[config.mk]
export PLATFORM = sky130hd
export DESIGN_NAME = lmt_trip
export DESIGN_NICKNAME = d
export VERILOG_FILES = /design/src/rtl/lmt_trip.v /design/src/rtl/lmt_div.v
export VERILOG_INCLUDE_DIRS = /design/src /design/src/rtl
export SDC_FILE = /design/constraint.sdc
export NUM_CORES = 1
export LEC_CHECK = 0
export ABC_CLOCK_PERIOD_IN_PS = 6700
export BUFFER_PORTS_ARGS = -buffer_cell sky130_fd_sc_hd__buf_2
export CORE_MARGIN = 2
export CORE_UTILIZATION = 45
export CTS_CLUSTER_SIZE = 30
export DETAILED_ROUTE_END_ITERATION = 16
export PLACE_DENSITY_LB_ADDON = 0.12
export SYNTH_ARGS = -nofsm -noshare
export SYNTH_HDL_FRONTEND = slang
export SYNTH_SLANG_ARGS = --single-unit
[constraint.sdc]
create_clock -name pclk -period 6.7 [get_ports pclk]
set_clock_uncertainty 0.15 [all_clocks]
set_input_delay 0.335 -clock pclk [delete_from_list [all_inputs] [get_ports pclk]]
set_output_delay 0.335 -clock pclk [all_outputs]
set_load 0.005 [all_outputs]
[src/rtl/lmt_consts.vh]
// Constants for the limit trip latch block
`ifndef LMT_CONSTS_VH
`define LMT_CONSTS_VH

// ************************
// Register byte offsets
// ************************
`define LMT_OFS_CTRL     8'h00
`define LMT_OFS_SETPOINT 8'h04
`define LMT_OFS_RANGE_LO 8'h08
`define LMT_OFS_RANGE_HI 8'h0C
`define LMT_OFS_PASSWORD 8'h10
`define LMT_OFS_STATUS   8'h14
`define LMT_OFS_PERCENT  8'h18
`define LMT_OFS_EVSEL    8'h1C
`define LMT_OFS_IRQ_STS  8'h20
`define LMT_OFS_IRQ_MASK 8'h24

// ************************
// Control fields
// ************************
`define LMT_CTRL_HIGH    0
`define LMT_CTRL_ACKSRC  1
`define LMT_CTRL_LVL_LO  2
`define LMT_CTRL_LVL_HI  3
`define LMT_LVL_EASY     2'h0
`define LMT_LVL_STD      2'h1
`define LMT_LVL_EXPERT   2'h2

// ************************
// Status fields
// ************************
`define LMT_ST_EXCEED    0
`define LMT_ST_TRIP      1
`define LMT_ST_RELAY     2
`define LMT_ST_LOCKED    3
`define LMT_ST_ABNORMAL  4
`define LMT_ST_ERROR     5
`define LMT_ST_STARTED   6

// ************************
// Event selection fields
// ************************
`define LMT_EV_ALARM_LO  0
`define LMT_EV_ALARM_HI  2
`define LMT_EV_TRIP      3
`define LMT_EV_EXCEED    4

// ************************
// Interrupt bits
// ************************
`define LMT_IRQ_TRIP     0
`define LMT_IRQ_EXCEED   1
`define LMT_IRQ_ACK_OK   2
`define LMT_IRQ_ACK_BAD  3
`define LMT_IRQ_W        4

// ************************
// Reset values, scaling and start-up constants
// ************************
`define LMT_CTRL_RST     4'h1
`define LMT_SETPT_RST    16'h0000
`define LMT_LO_RST       16'h0000
`define LMT_HI_RST       16'h03E8
`define LMT_EVSEL_RST    5'h07
`define LMT_SYNC_RST     6'h01
`define LMT_PCT_FULL     24'h000064
`define LMT_PCT_MAX      7'h64
`define LMT_START_EVAL   2'h2

`endif

[src/rtl/lmt_trip.v]
// Latching limit trip logic with APB registers and interrupt
`timescale 1ns/100ps
`include "lmt_consts.vh"

// Behaviour
// - A limit violation lights the exceeded lamp, sets the trip latch and drops the relay.
// - Back in range, the exceeded lamp goes out but the trip latch stays set.
// - After start-up, only an operator acknowledgement clears the trip latch and its lamp.
// - The acknowledgement comes from the front key or the external contact, per a setup bit.
// - An acknowledgement during a violation is ignored and the latch stays set.
// - Latch set means relay off (NC closed, NO open); latch clear means relay on.
// - Restart mode 0 sets the latch at power-on whatever the measured value.
// - In restart mode 0 an in-range acknowledgement energizes the relay and clears the lamp.
// - Restart mode 1 starts with the relay on and lamp off unless the value violates.
// - Level lamps: easy lights easy only, standard none, expert lights expert only.
// - The event lamp shows alarms 1 to 3, with further sources selectable.
// - A configured password lights the security lamp and locks the control, setpoint and range settings.
// - The value display turns red on abnormality and shows an error code on error.
// - The measured value is scaled so range low is 0 % and range high is 100 %.
module lmt_trip (
	// APB slave
	input  wire        pclk,
	input  wire        presetn,
	input  wire        psel,
	input  wire        penable,
	input  wire        pwrite,
	input  wire [7:0]  paddr,
	input  wire [31:0] pwdata,
	output reg  [31:0] prdata,
	output reg         pready,
	output reg         pslverr,
	// Measurement, same clock
	input  wire [15:0] measured_value,
	input  wire        measured_error,
	// Pins from outside
	input  wire        ack_key_n,
	input  wire        ack_contact,
	input  wire [2:0]  alarm_in,
	input  wire        restart_power_on_mode,
	// Lamps and display
	output reg         exceeded_lamp,
	output reg         trip_lamp,
	output reg         easy_level_lamp,
	output reg         expert_level_lamp,
	output reg         event_lamp,
	output reg         security_lamp,
	output reg         value_red,
	output reg         value_error_code,
	// Relay
	output reg         relay_energized,
	output reg         relay_nc_closed,
	output reg         relay_no_closed,
	// Interrupt
	output reg         irq
);

	// ************************
	// Declarations
	// ************************
	reg  [3:0]  ctrl_reg;
	reg  [15:0] limit_setpoint_reg;
	reg  [15:0] range_lo_reg;
	reg  [15:0] range_hi_reg;
	reg  [15:0] password_reg;
	reg         locked_reg;
	reg  [4:0]  evsel_reg;
	reg  [3:0]  irq_sts_reg;
	reg  [3:0]  irq_mask_reg;
	reg  [5:0]  sync1_reg;
	reg  [5:0]  sync2_reg;
	reg         ack_prev_reg;
	reg  [1:0]  start_cnt_reg;
	reg         started_reg;
	reg         trip_reg;
	reg         trip_next;
	reg  [6:0]  pct_reg;
	reg         abnormal_reg;
	reg  [3:0]  irq_sts_next;
	reg  [31:0] rd_next;
	reg         map_hit;

	wire        setup_ph;
	wire        wr_en;
	wire        lock_ok;
	wire        high_mode;
	wire        violate;
	wire        ack_lvl;
	wire        ack_pulse;
	wire        ack_ok;
	wire        ack_bad;
	wire [3:0]  irq_ev;
	wire [3:0]  irq_clr;
	wire [16:0] off_val;
	wire [16:0] span_val;
	wire        below_lo;
	wire        above_hi;
	wire        in_range;
	wire        div_busy;
	wire        div_done;
	wire [23:0] div_quo;
	wire [23:0] div_num;
	wire [1:0]  lvl;
	wire        alarm_any;

	// ************************
	// Bus decode
	// ************************
	assign setup_ph = psel & ~penable;
	assign wr_en    = psel & penable & pready & pwrite;
	assign lock_ok  = wr_en & ~locked_reg;

	always @* begin
		map_hit = 1'b1;
		rd_next = 32'h00000000;
		case (paddr)
		`LMT_OFS_CTRL:     rd_next[3:0]  = ctrl_reg;
		`LMT_OFS_SETPOINT: rd_next[15:0] = limit_setpoint_reg;
		`LMT_OFS_RANGE_LO: rd_next[15:0] = range_lo_reg;
		`LMT_OFS_RANGE_HI: rd_next[15:0] = range_hi_reg;
		// The stored password itself is never readable
		`LMT_OFS_PASSWORD: rd_next[0]    = locked_reg;
		`LMT_OFS_STATUS: begin
			rd_next[`LMT_ST_EXCEED]   = exceeded_lamp;
			rd_next[`LMT_ST_TRIP]     = trip_reg;
			rd_next[`LMT_ST_RELAY]    = relay_energized;
			rd_next[`LMT_ST_LOCKED]   = locked_reg;
			rd_next[`LMT_ST_ABNORMAL] = abnormal_reg;
			rd_next[`LMT_ST_ERROR]    = measured_error;
			rd_next[`LMT_ST_STARTED]  = started_reg;
		end
		`LMT_OFS_PERCENT:  rd_next[6:0]  = pct_reg;
		`LMT_OFS_EVSEL:    rd_next[4:0]  = evsel_reg;
		`LMT_OFS_IRQ_STS:  rd_next[3:0]  = irq_sts_reg;
		`LMT_OFS_IRQ_MASK: rd_next[3:0]  = irq_mask_reg;
		default:           map_hit       = 1'b0;
		endcase
	end

	// Zero wait states: answer is prepared in the setup cycle
	always @(posedge pclk or negedge presetn) begin
		if (!presetn) begin
			prdata  <= 32'h00000000;
			pready  <= 1'b0;
			pslverr <= 1'b0;
		end else begin
			pready  <= setup_ph;
			pslverr <= setup_ph & ~map_hit;
			if (setup_ph) begin
				prdata <= pwrite ? 32'h00000000 : rd_next;
			end
		end
	end

	// ************************
	// Setup registers
	// ************************
	always @(posedge pclk or negedge presetn) begin
		if (!presetn) begin
			ctrl_reg           <= `LMT_CTRL_RST;
			limit_setpoint_reg <= `LMT_SETPT_RST;
			range_lo_reg       <= `LMT_LO_RST;
			range_hi_reg       <= `LMT_HI_RST;
			password_reg       <= 16'h0000;
			locked_reg         <= 1'b0;
			evsel_reg          <= `LMT_EVSEL_RST;
			irq_mask_reg       <= 4'h0;
		end else begin
			if (lock_ok && paddr == `LMT_OFS_CTRL) begin
				ctrl_reg <= pwdata[3:0];
			end
			if (lock_ok && paddr == `LMT_OFS_SETPOINT) begin
				limit_setpoint_reg <= pwdata[15:0];
			end
			if (lock_ok && paddr == `LMT_OFS_RANGE_LO) begin
				range_lo_reg <= pwdata[15:0];
			end
			if (lock_ok && paddr == `LMT_OFS_RANGE_HI) begin
				range_hi_reg <= pwdata[15:0];
			end
			if (wr_en && paddr == `LMT_OFS_PASSWORD) begin
				if (!locked_reg && pwdata[15:0] != 16'h0000) begin
					password_reg <= pwdata[15:0];
					locked_reg   <= 1'b1;
				end else if (locked_reg && pwdata[15:0] == password_reg) begin
					password_reg <= 16'h0000;
					locked_reg   <= 1'b0;
				end
			end
			if (wr_en && paddr == `LMT_OFS_EVSEL) begin
				evsel_reg <= pwdata[4:0];
			end
			if (wr_en && paddr == `LMT_OFS_IRQ_MASK) begin
				irq_mask_reg <= pwdata[3:0];
			end
		end
	end

	// ************************
	// Pin synchronisers
	// ************************
	always @(posedge pclk or negedge presetn) begin
		if (!presetn) begin
			sync1_reg <= `LMT_SYNC_RST;
			sync2_reg <= `LMT_SYNC_RST;
		end else begin
			sync1_reg <= {restart_power_on_mode, alarm_in,
			              ack_contact, ack_key_n};
			sync2_reg <= sync1_reg;
		end
	end

	// ************************
	// Limit test and acknowledge
	// ************************
	assign high_mode = ctrl_reg[`LMT_CTRL_HIGH];
	assign violate = high_mode ?
		($signed(measured_value) > $signed(limit_setpoint_reg)) :
		($signed(measured_value) < $signed(limit_setpoint_reg));

	assign ack_lvl   = ctrl_reg[`LMT_CTRL_ACKSRC] ? sync2_reg[1] :
	                   ~sync2_reg[0];
	assign ack_pulse = ack_lvl & ~ack_prev_reg;
	assign ack_ok    = ack_pulse & trip_reg & ~violate & started_reg;
	assign ack_bad   = ack_pulse & trip_reg & violate & started_reg;

	always @* begin
		trip_next = trip_reg;
		if (!started_reg) begin
			if (start_cnt_reg == `LMT_START_EVAL) begin
				trip_next = ~sync2_reg[5] | violate;
			end
		end else if (violate) begin
			trip_next = 1'b1;
		end else if (ack_pulse) begin
			trip_next = 1'b0;
		end
	end

	// Latch starts set so the relay is safe until the strap is read
	always @(posedge pclk or negedge presetn) begin
		if (!presetn) begin
			trip_reg        <= 1'b1;
			ack_prev_reg    <= 1'b0;
			start_cnt_reg   <= 2'h0;
			started_reg     <= 1'b0;
			exceeded_lamp   <= 1'b0;
			trip_lamp       <= 1'b1;
			relay_energized <= 1'b0;
			relay_nc_closed <= 1'b1;
			relay_no_closed <= 1'b0;
		end else begin
			ack_prev_reg <= ack_lvl;
			if (!started_reg) begin
				start_cnt_reg <= start_cnt_reg + 2'h1;
				if (start_cnt_reg == `LMT_START_EVAL) begin
					started_reg <= 1'b1;
				end
			end
			trip_reg        <= trip_next;
			exceeded_lamp   <= violate;
			trip_lamp       <= trip_next;
			relay_energized <= ~trip_next;
			relay_nc_closed <= trip_next;
			relay_no_closed <= ~trip_next;
		end
	end

	// ************************
	// Percent scaling
	// ************************
	// range low 0, high 100
	assign off_val  = {measured_value[15], measured_value} -
	                  {range_lo_reg[15], range_lo_reg};
	assign span_val = {range_hi_reg[15], range_hi_reg} -
	                  {range_lo_reg[15], range_lo_reg};
	assign below_lo = off_val[16] | (off_val == 17'h00000);
	assign above_hi = ($signed(off_val) >= $signed(span_val));
	assign in_range = ~below_lo & ~above_hi & ~span_val[16];
	assign div_num  = {8'h00, off_val[15:0]} * `LMT_PCT_FULL;

	lmt_div #(
		.NW (24),
		.DW (16)
	) i_lmt_div (
		.pclk    (pclk),
		.presetn (presetn),
		.start   (in_range),
		.num     (div_num),
		.den     (span_val[15:0]),
		.busy    (div_busy),
		.done    (div_done),
		.quo     (div_quo)
	);

	// Result lags the input by one division; fine for a display value
	always @(posedge pclk or negedge presetn) begin
		if (!presetn) begin
			pct_reg      <= 7'h00;
			abnormal_reg <= 1'b0;
		end else begin
			abnormal_reg <= ~in_range & ~below_lo | off_val[16] |
			                span_val[16];
			if (span_val[16] || below_lo) begin
				pct_reg <= 7'h00;
			end else if (above_hi) begin
				pct_reg <= `LMT_PCT_MAX;
			end else if (div_done) begin
				pct_reg <= div_quo[6:0];
			end
		end
	end

	// ************************
	// Front panel lamps
	// ************************
	assign lvl       = ctrl_reg[`LMT_CTRL_LVL_HI:`LMT_CTRL_LVL_LO];
	assign alarm_any = |(sync2_reg[4:2] &
	                   evsel_reg[`LMT_EV_ALARM_HI:`LMT_EV_ALARM_LO]);

	always @(posedge pclk or negedge presetn) begin
		if (!presetn) begin
			easy_level_lamp   <= 1'b0;
			expert_level_lamp <= 1'b0;
			event_lamp        <= 1'b0;
			security_lamp     <= 1'b0;
			value_red         <= 1'b0;
			value_error_code  <= 1'b0;
		end else begin
			easy_level_lamp   <= (lvl == `LMT_LVL_EASY);
			expert_level_lamp <= (lvl == `LMT_LVL_EXPERT);
			event_lamp        <= alarm_any |
			                     (evsel_reg[`LMT_EV_TRIP] & trip_reg) |
			                     (evsel_reg[`LMT_EV_EXCEED] & violate);
			security_lamp     <= locked_reg;
			value_red         <= abnormal_reg | violate | measured_error;
			value_error_code  <= measured_error;
		end
	end

	// ************************
	// Interrupts
	// ************************
	assign irq_ev  = {ack_bad, ack_ok, violate & ~exceeded_lamp,
	                  trip_next & ~trip_reg};
	assign irq_clr = (wr_en && paddr == `LMT_OFS_IRQ_STS) ?
	                 pwdata[3:0] : 4'h0;

	// A new event wins over a clear in the same cycle
	always @* begin
		irq_sts_next = (irq_sts_reg & ~irq_clr) | irq_ev;
	end

	always @(posedge pclk or negedge presetn) begin
		if (!presetn) begin
			irq_sts_reg <= 4'h0;
			irq         <= 1'b0;
		end else begin
			irq_sts_reg <= irq_sts_next;
			irq         <= |(irq_sts_next & irq_mask_reg);
		end
	end

endmodule

[src/rtl/lmt_div.v]
// Iterative unsigned divider used for percent scaling
`timescale 1ns/100ps
module lmt_div #(
	parameter NW = 24,
	parameter DW = 16
) (
	// Clock and reset
	input  wire          pclk,
	input  wire          presetn,
	// Request
	input  wire          start,
	input  wire [NW-1:0] num,
	input  wire [DW-1:0] den,
	// Result
	output wire          busy,
	output reg           done,
	output wire [NW-1:0] quo
);

	localparam [5:0] CNT_INIT = NW;

	reg  [NW-1:0] q_reg;
	reg  [DW-1:0] r_reg;
	reg  [5:0]    cnt_reg;
	reg           busy_reg;
	wire [DW:0]   shifted;
	wire          fits;

	assign shifted = {r_reg, q_reg[NW-1]};
	assign fits    = (shifted >= {1'b0, den});
	assign busy    = busy_reg;
	assign quo     = q_reg;

	always @(posedge pclk or negedge presetn) begin
		if (!presetn) begin
			q_reg    <= {NW{1'b0}};
			r_reg    <= {DW{1'b0}};
			cnt_reg  <= 6'h00;
			busy_reg <= 1'b0;
			done     <= 1'b0;
		end else begin
			done <= 1'b0;
			if (!busy_reg) begin
				if (start) begin
					q_reg    <= num;
					r_reg    <= {DW{1'b0}};
					cnt_reg  <= CNT_INIT;
					busy_reg <= 1'b1;
				end
			end else begin
				// One quotient bit per cycle keeps the area small
				if (fits) begin
					r_reg <= shifted[DW-1:0] - den;
					q_reg <= {q_reg[NW-2:0], 1'b1};
				end else begin
					r_reg <= shifted[DW-1:0];
					q_reg <= {q_reg[NW-2:0], 1'b0};
				end
				cnt_reg <= cnt_reg - 6'h01;
				if (cnt_reg == 6'h01) begin
					busy_reg <= 1'b0;
					done     <= 1'b1;
				end
			end
		end
	end

endmodule

==> flow_summary.json, run 1 <==
{
  "drive_above_1_share_pct": 13.65,
  "swShare_pct": 38.59,
  "setup-tns-final_ps": 0,
  "cts_root_buf": "clkbuf_16",
  "maxCapViolCount": 0,
  "fin_area_sq_um": 14690,
  "grt_pass1_wl_um": 56240,
  "fp.dieW_um": 176.2,
  "cts_num_sinks": 182,
  "finalSetupViolCount": 0,
  "instances_no_fill": 1906,
  "drc": 0,
  "dp.cells": 1866,
  "cts_tree": "done",
  "core_area_sq_um": 29400,
  "required_ps": 6900,
  "rr_endpoint": "i_lmt_div.quo[3]",
  "drtIter0Drc": 838,
  "start_util_pct": 45.38,
  "hold_end": "limit_setpoint_reg[6]",
  "fin_crit_ps": 6176,
  "r2r-start": "range_lo_reg[4]",
  "p_leak_nw": 7.069,
  "maxClockFrequency_mhz": 161.9,
  "status": "completed",
  "synth-seq-cells": 182,
  "synthCells": 1440,
  "dp_hpwl_um": 26320,
  "startpoint_type": "flip-flop",
  "p_int_mw": 2.474,
  "synth-edff-count": 0,
  "nets": 1723,
  "finalCritPeriodShare_pct": 92.18,
  "regArea_sq_um": 4571,
  "p_comb_share_pct": 39.7,
  "htreeDepth": 4,
  "portBuffers": 81,
  "cts_buffers": 17,
  "row_count": 63,
  "io_pins": 114,
  "worstSetupPathType": "reg2reg",
  "area_growth_pct": 10.13,
  "largest_register_ffs": 24,
  "rsz0062_at_grt": "false",
  "cts_resized": 0,
  "grt_max_degree": 111,
  "antenna_cells": 0,
  "synth.distinct_cells": 88,
  "die-area_sq_um": 31040,
  "tightestPinTransition_ps": 1092,
  "first_pass_iters": 6,
  "grt-ovfl-total": 0,
  "r2r_cells": 22,
  "ys.flop_type": "dfrtp_1",
  "path_clk_slew_ps": 80,
  "reg2reg_slack_ps": 520,
  "powerDensity_nw_per_um2": 274.2,
  "antenna_found_initial": 0,
  "vias_per_cell": 5.627,
  "grt_usage_pct": 23.24,
  "multi_input_area_sq_um": 7999,
  "die_y_um": 176.2,
  "finalPower_mw": 4.028,
  "cp.arrival_ps": 6370,
  "avgSynthCellArea_sq_um": 9.266,
  "whs_path_depth": 3,
  "timing.slew.headroom_pct": 27.13,
  "pwr-share-seq_pct": 34.9,
  "ys_async_sr_fraction_pct": 100.0,
  "crit_path_max_fanout": 26,
  "setup_ws_ps": 523.8,
  "place_ws_ps": 516.5,
  "ys_seq_area_share_pct": 34.26,
  "cts_setup_buffers": 0,
  "pwr-share-clk_pct": 25.3,
  "final_antenna_net_count": 0,
  "slew_viol_final": 0,
  "wirelength_um": 35120,
  "switchingPower_mw": 1.555,
  "n_fill_cell": 2751,
  "grt_pass1_vias": 9984,
  "clk_path_buf_depth": 2,
  "routabilityCongestion": 0.8775,
  "post_dp_cell_area_sq_um": 14030,
  "irDropWorstVdd_mv": 0.1992,
  "timing_hold_violations_final": 0,
  "hp-start": "pwdata[6]",
  "holdBufCountCts": 8,
  "wl_per_cell_um": 18.42,
  "via_count": 10730,
  "end_kind": "flip-flop",
  "clock_latency_ps": 470,
  "netlist_area_sq_um": 13340,
  "yosysWarningCount": 0,
  "hold_path_class": "in2reg"
}
-- through the flow --
stage | hold WS (ps) | utilization, %
6_report | 22.37 | 49.98
3_3_place_gp | 183.8 | 47.73
2_1_floorplan | -110.6 | -
4_1_cts | 12.38 | 49.98
3_5_place_dp | 185.5 | 47.73
5_1_grt | 39.18 | 49.98
-- area by class of cell --
cell class	instances	area share, %
Clock buffer	17	2.895
Clock inverter	15	1.047
Inverter	120	3.065
Multi-Input combinational cell	1078	54.44
Sequential cell	182	31.11
Tap cell	390	3.321
Timing Repair Buffer	104	4.130
-- metal layers --
metal / vias to the layer above / global-route usage [%] / share of wire [%]
met1: 5169 / 34.95 / 50
met3: 32 / 3.811 / 4.7
li1: 5244 / - / -
met4: 0 / 6.921 / 1.8
met2: 280 / 34.15 / 43
met5: - / 0 / 0
-- worst max path at each step --
| stage | startpoint | end | slack (ps) | depth (start not counted) |
|---|---|---|---|---|
| finish | range_lo_reg[4] | i_lmt_div.quo[3] | 520 | 22 |
| global route | range_lo_reg[4] | i_lmt_div.quo[3] | 110 | 22 |
| CTS | range_lo_reg[4] | i_lmt_div.quo[3] | 550 | 22 |
| detailed placement | measured_value[4] | i_lmt_div.quo[3] | 520 | 22 |
| global placement | measured_value[4] | i_lmt_div.quo[3] | 590 | 22 |
| floorplan | measured_value[0] | i_lmt_div.quo[22] | 1390 | 23 |
-- worst max-delay path, stage by stage, from the launching register on --
cell and delay [ps]:
dfrtp_1 350, inv_1 70, ha_1 380, a2111o_1 450, o2111ai_2 290, a211oi_4 140
nand2_1 90, nand2_1 50, a21o_1 190, a21o_1 170, a21oi_1 170, xor2_1 370
ha_1 320, nand3_1 250, nor3_1 110, a221oi_1 370, a31oi_1 190, a311oi_4 390
nor4_2 70, buf_4 180, nor2_2 840, nor3_1 110, a311oi_1 320
-- cell usage after synthesis, types with 9 or more instances --
library cell / n / area, sq um
o311a_1: 11 / 110.1
o31ai_1: 14 / 105.1
o211ai_1: 9 / 67.56
nor2b_1: 15 / 93.84
and3_1: 12 / 75.07
a31oi_1: 12 / 75.07
dfrtp_1: 169 / 4229
nor2_1: 79 / 296.5
nor4_1: 12 / 75.07
a22oi_1: 11 / 82.58
a22o_1: 16 / 140.1
nand2b_1: 17 / 106.4
inv_1: 120 / 450.4
ha_1: 138 / 1727
nor3_1: 30 / 150.1
clkbuf_1: 43 / 161.4
xnor2_1: 50 / 437.9
o21ai_0: 91 / 455.4
o21a_1: 13 / 97.59
dfstp_2: 13 / 341.6
nand3_1: 27 / 135.1
nand2_1: 155 / 581.8
mux2i_1: 36 / 360.4
buf_4: 21 / 157.7
a21oi_1: 47 / 235.2
nand4_1: 18 / 112.6
mux2_2: 37 / 416.7
a21o_1: 21 / 157.7
o22ai_1: 10 / 62.56
fa_1: 14 / 280.3
xor2_1: 21 / 183.9
nand3b_1: 13 / 97.59
-- logic make-up after synthesis --
| logic type | after synthesis | share of synthesized area [%] |
|---|---|---|
| buffers and inverters | 195 | 6.283 |
| muxes | 73 | 5.823 |
| adders and majority gates | 155 | 15.27 |
| DFF | 182 | 34.26 |
| AOI/OAI and AO/OA | 347 | 18.55 |
| other | 1 | 0.02811 |
| and+or+nand+nor | 415 | 14.93 |
| xor gates and xnor gates | 72 | 4.867 |
-- power groups by stage --
stage | Clock [mW] | Combinational, mW | Sequential (mW)
CTS | 1.04 | 1.59 | 1.41
finish | 1.02 | 1.60 | 1.41
floorplan | 0 | 1.27 | 1.37
global placement | 0 | 1.56 | 1.42
global route | 1.08 | 1.79 | 1.43
detailed placement | 0 | 1.58 | 1.42
-- cells in the final DEF (no fill, tap or decap), types with 9 or more instances in the layout --
cell type and count:
a21o_1 21, a21oi_1 47, a22o_1 16, a22oi_1 11, a31oi_1 12, and3_1 12, buf_2 80, buf_4 15
clkbuf_16 17, conb_1 16, dfrtp_1 169, dfstp_2 13, fa_1 14, ha_1 138, inv_1 120, mux2_2 37
mux2i_1 36, nand2_1 155, nand2b_1 17, nand3_1 27, nand3b_1 13, nand4_1 18, nor2_1 78, nor2b_1 15
nor3_1 30, nor4_1 11, o211ai_1 9, o21a_1 13, o21ai_0 91, o22ai_1 10, o311a_1 11, o31ai_1 14
xnor2_1 50, xor2_1 21
No activity file was read; power rests on OpenSTA's default activity.
==> run 2, diff against run 1 <==
PLACE_DENSITY_LB_ADDON = 0.2   (was 0.12)
==> run 2 against run 1 <==
Net effect:
- critical path depth did not move
- non-clock buffer count rose by 2
- register-to-register slack improved by 120 ps
- via count rose by 1.3%
==> flow_summary.json, run 2 (synthesis gave the netlist of run 1 again) <==
{
  "status": "completed",
  "cts_setup_buffers": 0,
  "hold_path_class": "in2reg",
  "grt-ovfl-total": 0,
  "first_pass_iters": 5,
  "tightestPinTransition_ps": 1106,
  "timing_hold_violations_final": 0,
  "p_int_mw": 2.552,
  "htreeDepth": 4,
  "drc": 0,
  "path_clk_slew_ps": 80,
  "holdWs_ps": 24.95,
  "dp.cells": 1868,
  "timing.slew.headroom_pct": 26.26,
  "wl_per_cell_um": 18.23,
  "end_kind": "flip-flop",
  "max_stage_delay_ps": 570,
  "dp_hpwl_um": 26350,
  "powerDensity_nw_per_um2": 277.1,
  "cts_root_buf": "clkbuf_16",
  "cts_num_sinks": 182,
  "cts_resized": 0,
  "grt_pass1_wl_um": 56320,
  "antenna_found_initial": 0,
  "area_growth_pct": 10.64,
  "required_ps": 6890,
  "rr_endpoint": "i_lmt_div.r_reg[9]",
  "start_util_pct": 45.38,
  "post_dp_cell_area_sq_um": 14050,
  "crit_path_frequent_cell": "a21o_1",
  "die_y_um": 176.2,
  "finalSetupViolCount": 0,
  "fin_crit_ps": 6053,
  "whs_path_depth": 3,
  "rsz0062_at_grt": "false",
  "routabilityCongestion": 0.8861,
  "row_count": 63,
  "fin_area_sq_um": 14760,
  "grt_max_degree": 119,
  "hp-start": "pwdata[6]",
  "grt_pass1_vias": 10360,
  "die-area_sq_um": 31040,
  "cts_tree": "done",
  "pwr-share-seq_pct": 34.4,
  "instances_no_fill": 1908,
  "path_delay_family": "compound AO/OA/AOI/OAI gates",
  "final_common_cell": "dfrtp_1",
  "pwr-share-clk_pct": 26.7,
  "maxClockFrequency_mhz": 165.2,
  "r2r-start": "range_lo_reg[4]",
  "crit_path_top_delay_cell": "o21ai_2",
  "vias_per_cell": 5.697,
  "fp.dieW_um": 176.2,
  "p_leak_nw": 7.090,
  "setup-tns-final_ps": 0,
  "setup_ws_ps": 647.4,
  "finalCritPeriodShare_pct": 90.34,
  "drive_above_1_share_pct": 13.77,
  "via_count": 10870,
  "reg2reg_slack_ps": 650,
  "crit_chain": "inv_1 > ha_1 > a2111o_1 > and3b_1 > nor4_1 > o21ai_2 > nand2b_1 > a21o_1 > a21o_1 > a21o_1 > xor2_1 > ha_1 > nand3_1 > nor3_1 > a221oi_1 > a31oi_1 > a311oi_4 > nor4_2 > buf_4 > o21ai_2 > nand2_4 > a311o_1",
  "drtIter0Drc": 930,
  "final_antenna_net_count": 0,
  "worstSetupPathType": "reg2reg",
  "startpoint_type": "flip-flop",
  "critical_path_buf_inv_count": 2,
  "final_cell_mix": "169 x dfrtp_1, 155 x nand2_1, 138 x ha_1, 120 x inv_1, 91 x o21ai_0",
  "io_pins": 114,
  "clk_path_buf_depth": 2,
  "nets": 1725,
  "holdBufCountCts": 8,
  "slew_viol_final": 0,
  "place_ws_ps": 594.4,
  "finalPower_mw": 4.091,
  "largest_register_ffs": 24,
  "hold_end": "limit_setpoint_reg[6]",
  "p_comb_share_pct": 38.9,
  "portBuffers": 81,
  "core_area_sq_um": 29400,
  "cp.arrival_ps": 6240,
  "clock_latency_ps": 450,
  "grt_usage_pct": 23.01,
  "switchingPower_mw": 1.539,
  "antenna_cells": 0,
  "maxCapViolCount": 0,
  "swShare_pct": 37.61,
  "wirelength_um": 34780,
  "n_fill_cell": 2794,
  "crit_path_max_fanout": 9,
  "cts_buffers": 17,
  "irDropWorstVdd_mv": 0.2199,
  "r2r_cells": 22,
  "utilization_pct": 50.21
}
==> run 2: cell types whose count changed in the layout (fill, tap and decap cells not counted) <==
cell        delta
buf_4          +2
bufinv_16      +2
clkinv_2       -2
clkinv_4       -2
clkinv_8       +1
clkinvlp_4     +3
inv_6          -2
==> run 2: worst max path at each step <==
stage,from,endpoint,slack (ps),cells after the start
after floorplan,measured_value[0],i_lmt_div.quo[22],1390,23
after global placement,measured_value[4],i_lmt_div.quo[21],710,25
after detailed placement,measured_value[4],i_lmt_div.quo[22],590,25
after CTS,range_lo_reg[4],i_lmt_div.quo[21],650,25
after global routing,range_lo_reg[1],i_lmt_div.quo[22],190,26
final,range_lo_reg[4],i_lmt_div.r_reg[9],650,22
==> run 2: worst min-delay path, delay by kind of cell <==
| kind | cells | cell delay [ps] |
|---|---|---|
| buffers and inverters | 1 | 140 |
| AND/OR/NAND/NOR | 1 | 50 |
| AO/OA/AOI/OAI | 1 | 60 |
==> run 2: metal layers <==
| layer | share of wire [%] | up-vias | wire length (um) | GRT usage (%) |
|---|---|---|---|---|
| met4 | 1.7 | 0 | 594 | 5.682 |
| met5 | 0 | - | 0 | 0 |
| li1 | - | 5247 | - | - |
| met3 | 4.5 | 37 | 1557 | 3.682 |
| met1 | 49 | 5313 | 16870 | 33.26 |
| met2 | 45 | 272 | 15760 | 36.05 |
==> run 2: cell type report <==
| cell class | count | area [sq um] | area share (%) |
|---|---|---|---|
| tap | 390 | 488.0 | 3.305 |
| clock inverter | 15 | 207.7 | 1.407 |
| timing repair buffer | 106 | 621.8 | 4.212 |
| clock buffer | 17 | 425.4 | 2.882 |
| sequential | 182 | 4571 | 30.96 |
| multi-input combinational | 1078 | 7999 | 54.18 |
| inverter | 120 | 450.4 | 3.051 |
==> run 2: power by group through the flow <==
stage / sequential, mW / clock [mW] / combinational, mW
global placement: 1.42 / 0 / 1.55
floorplan: 1.37 / 0 / 1.27
global route: 1.43 / 1.15 / 1.78
CTS: 1.41 / 1.11 / 1.59
finish: 1.41 / 1.09 / 1.59
detailed placement: 1.43 / 0 / 1.57
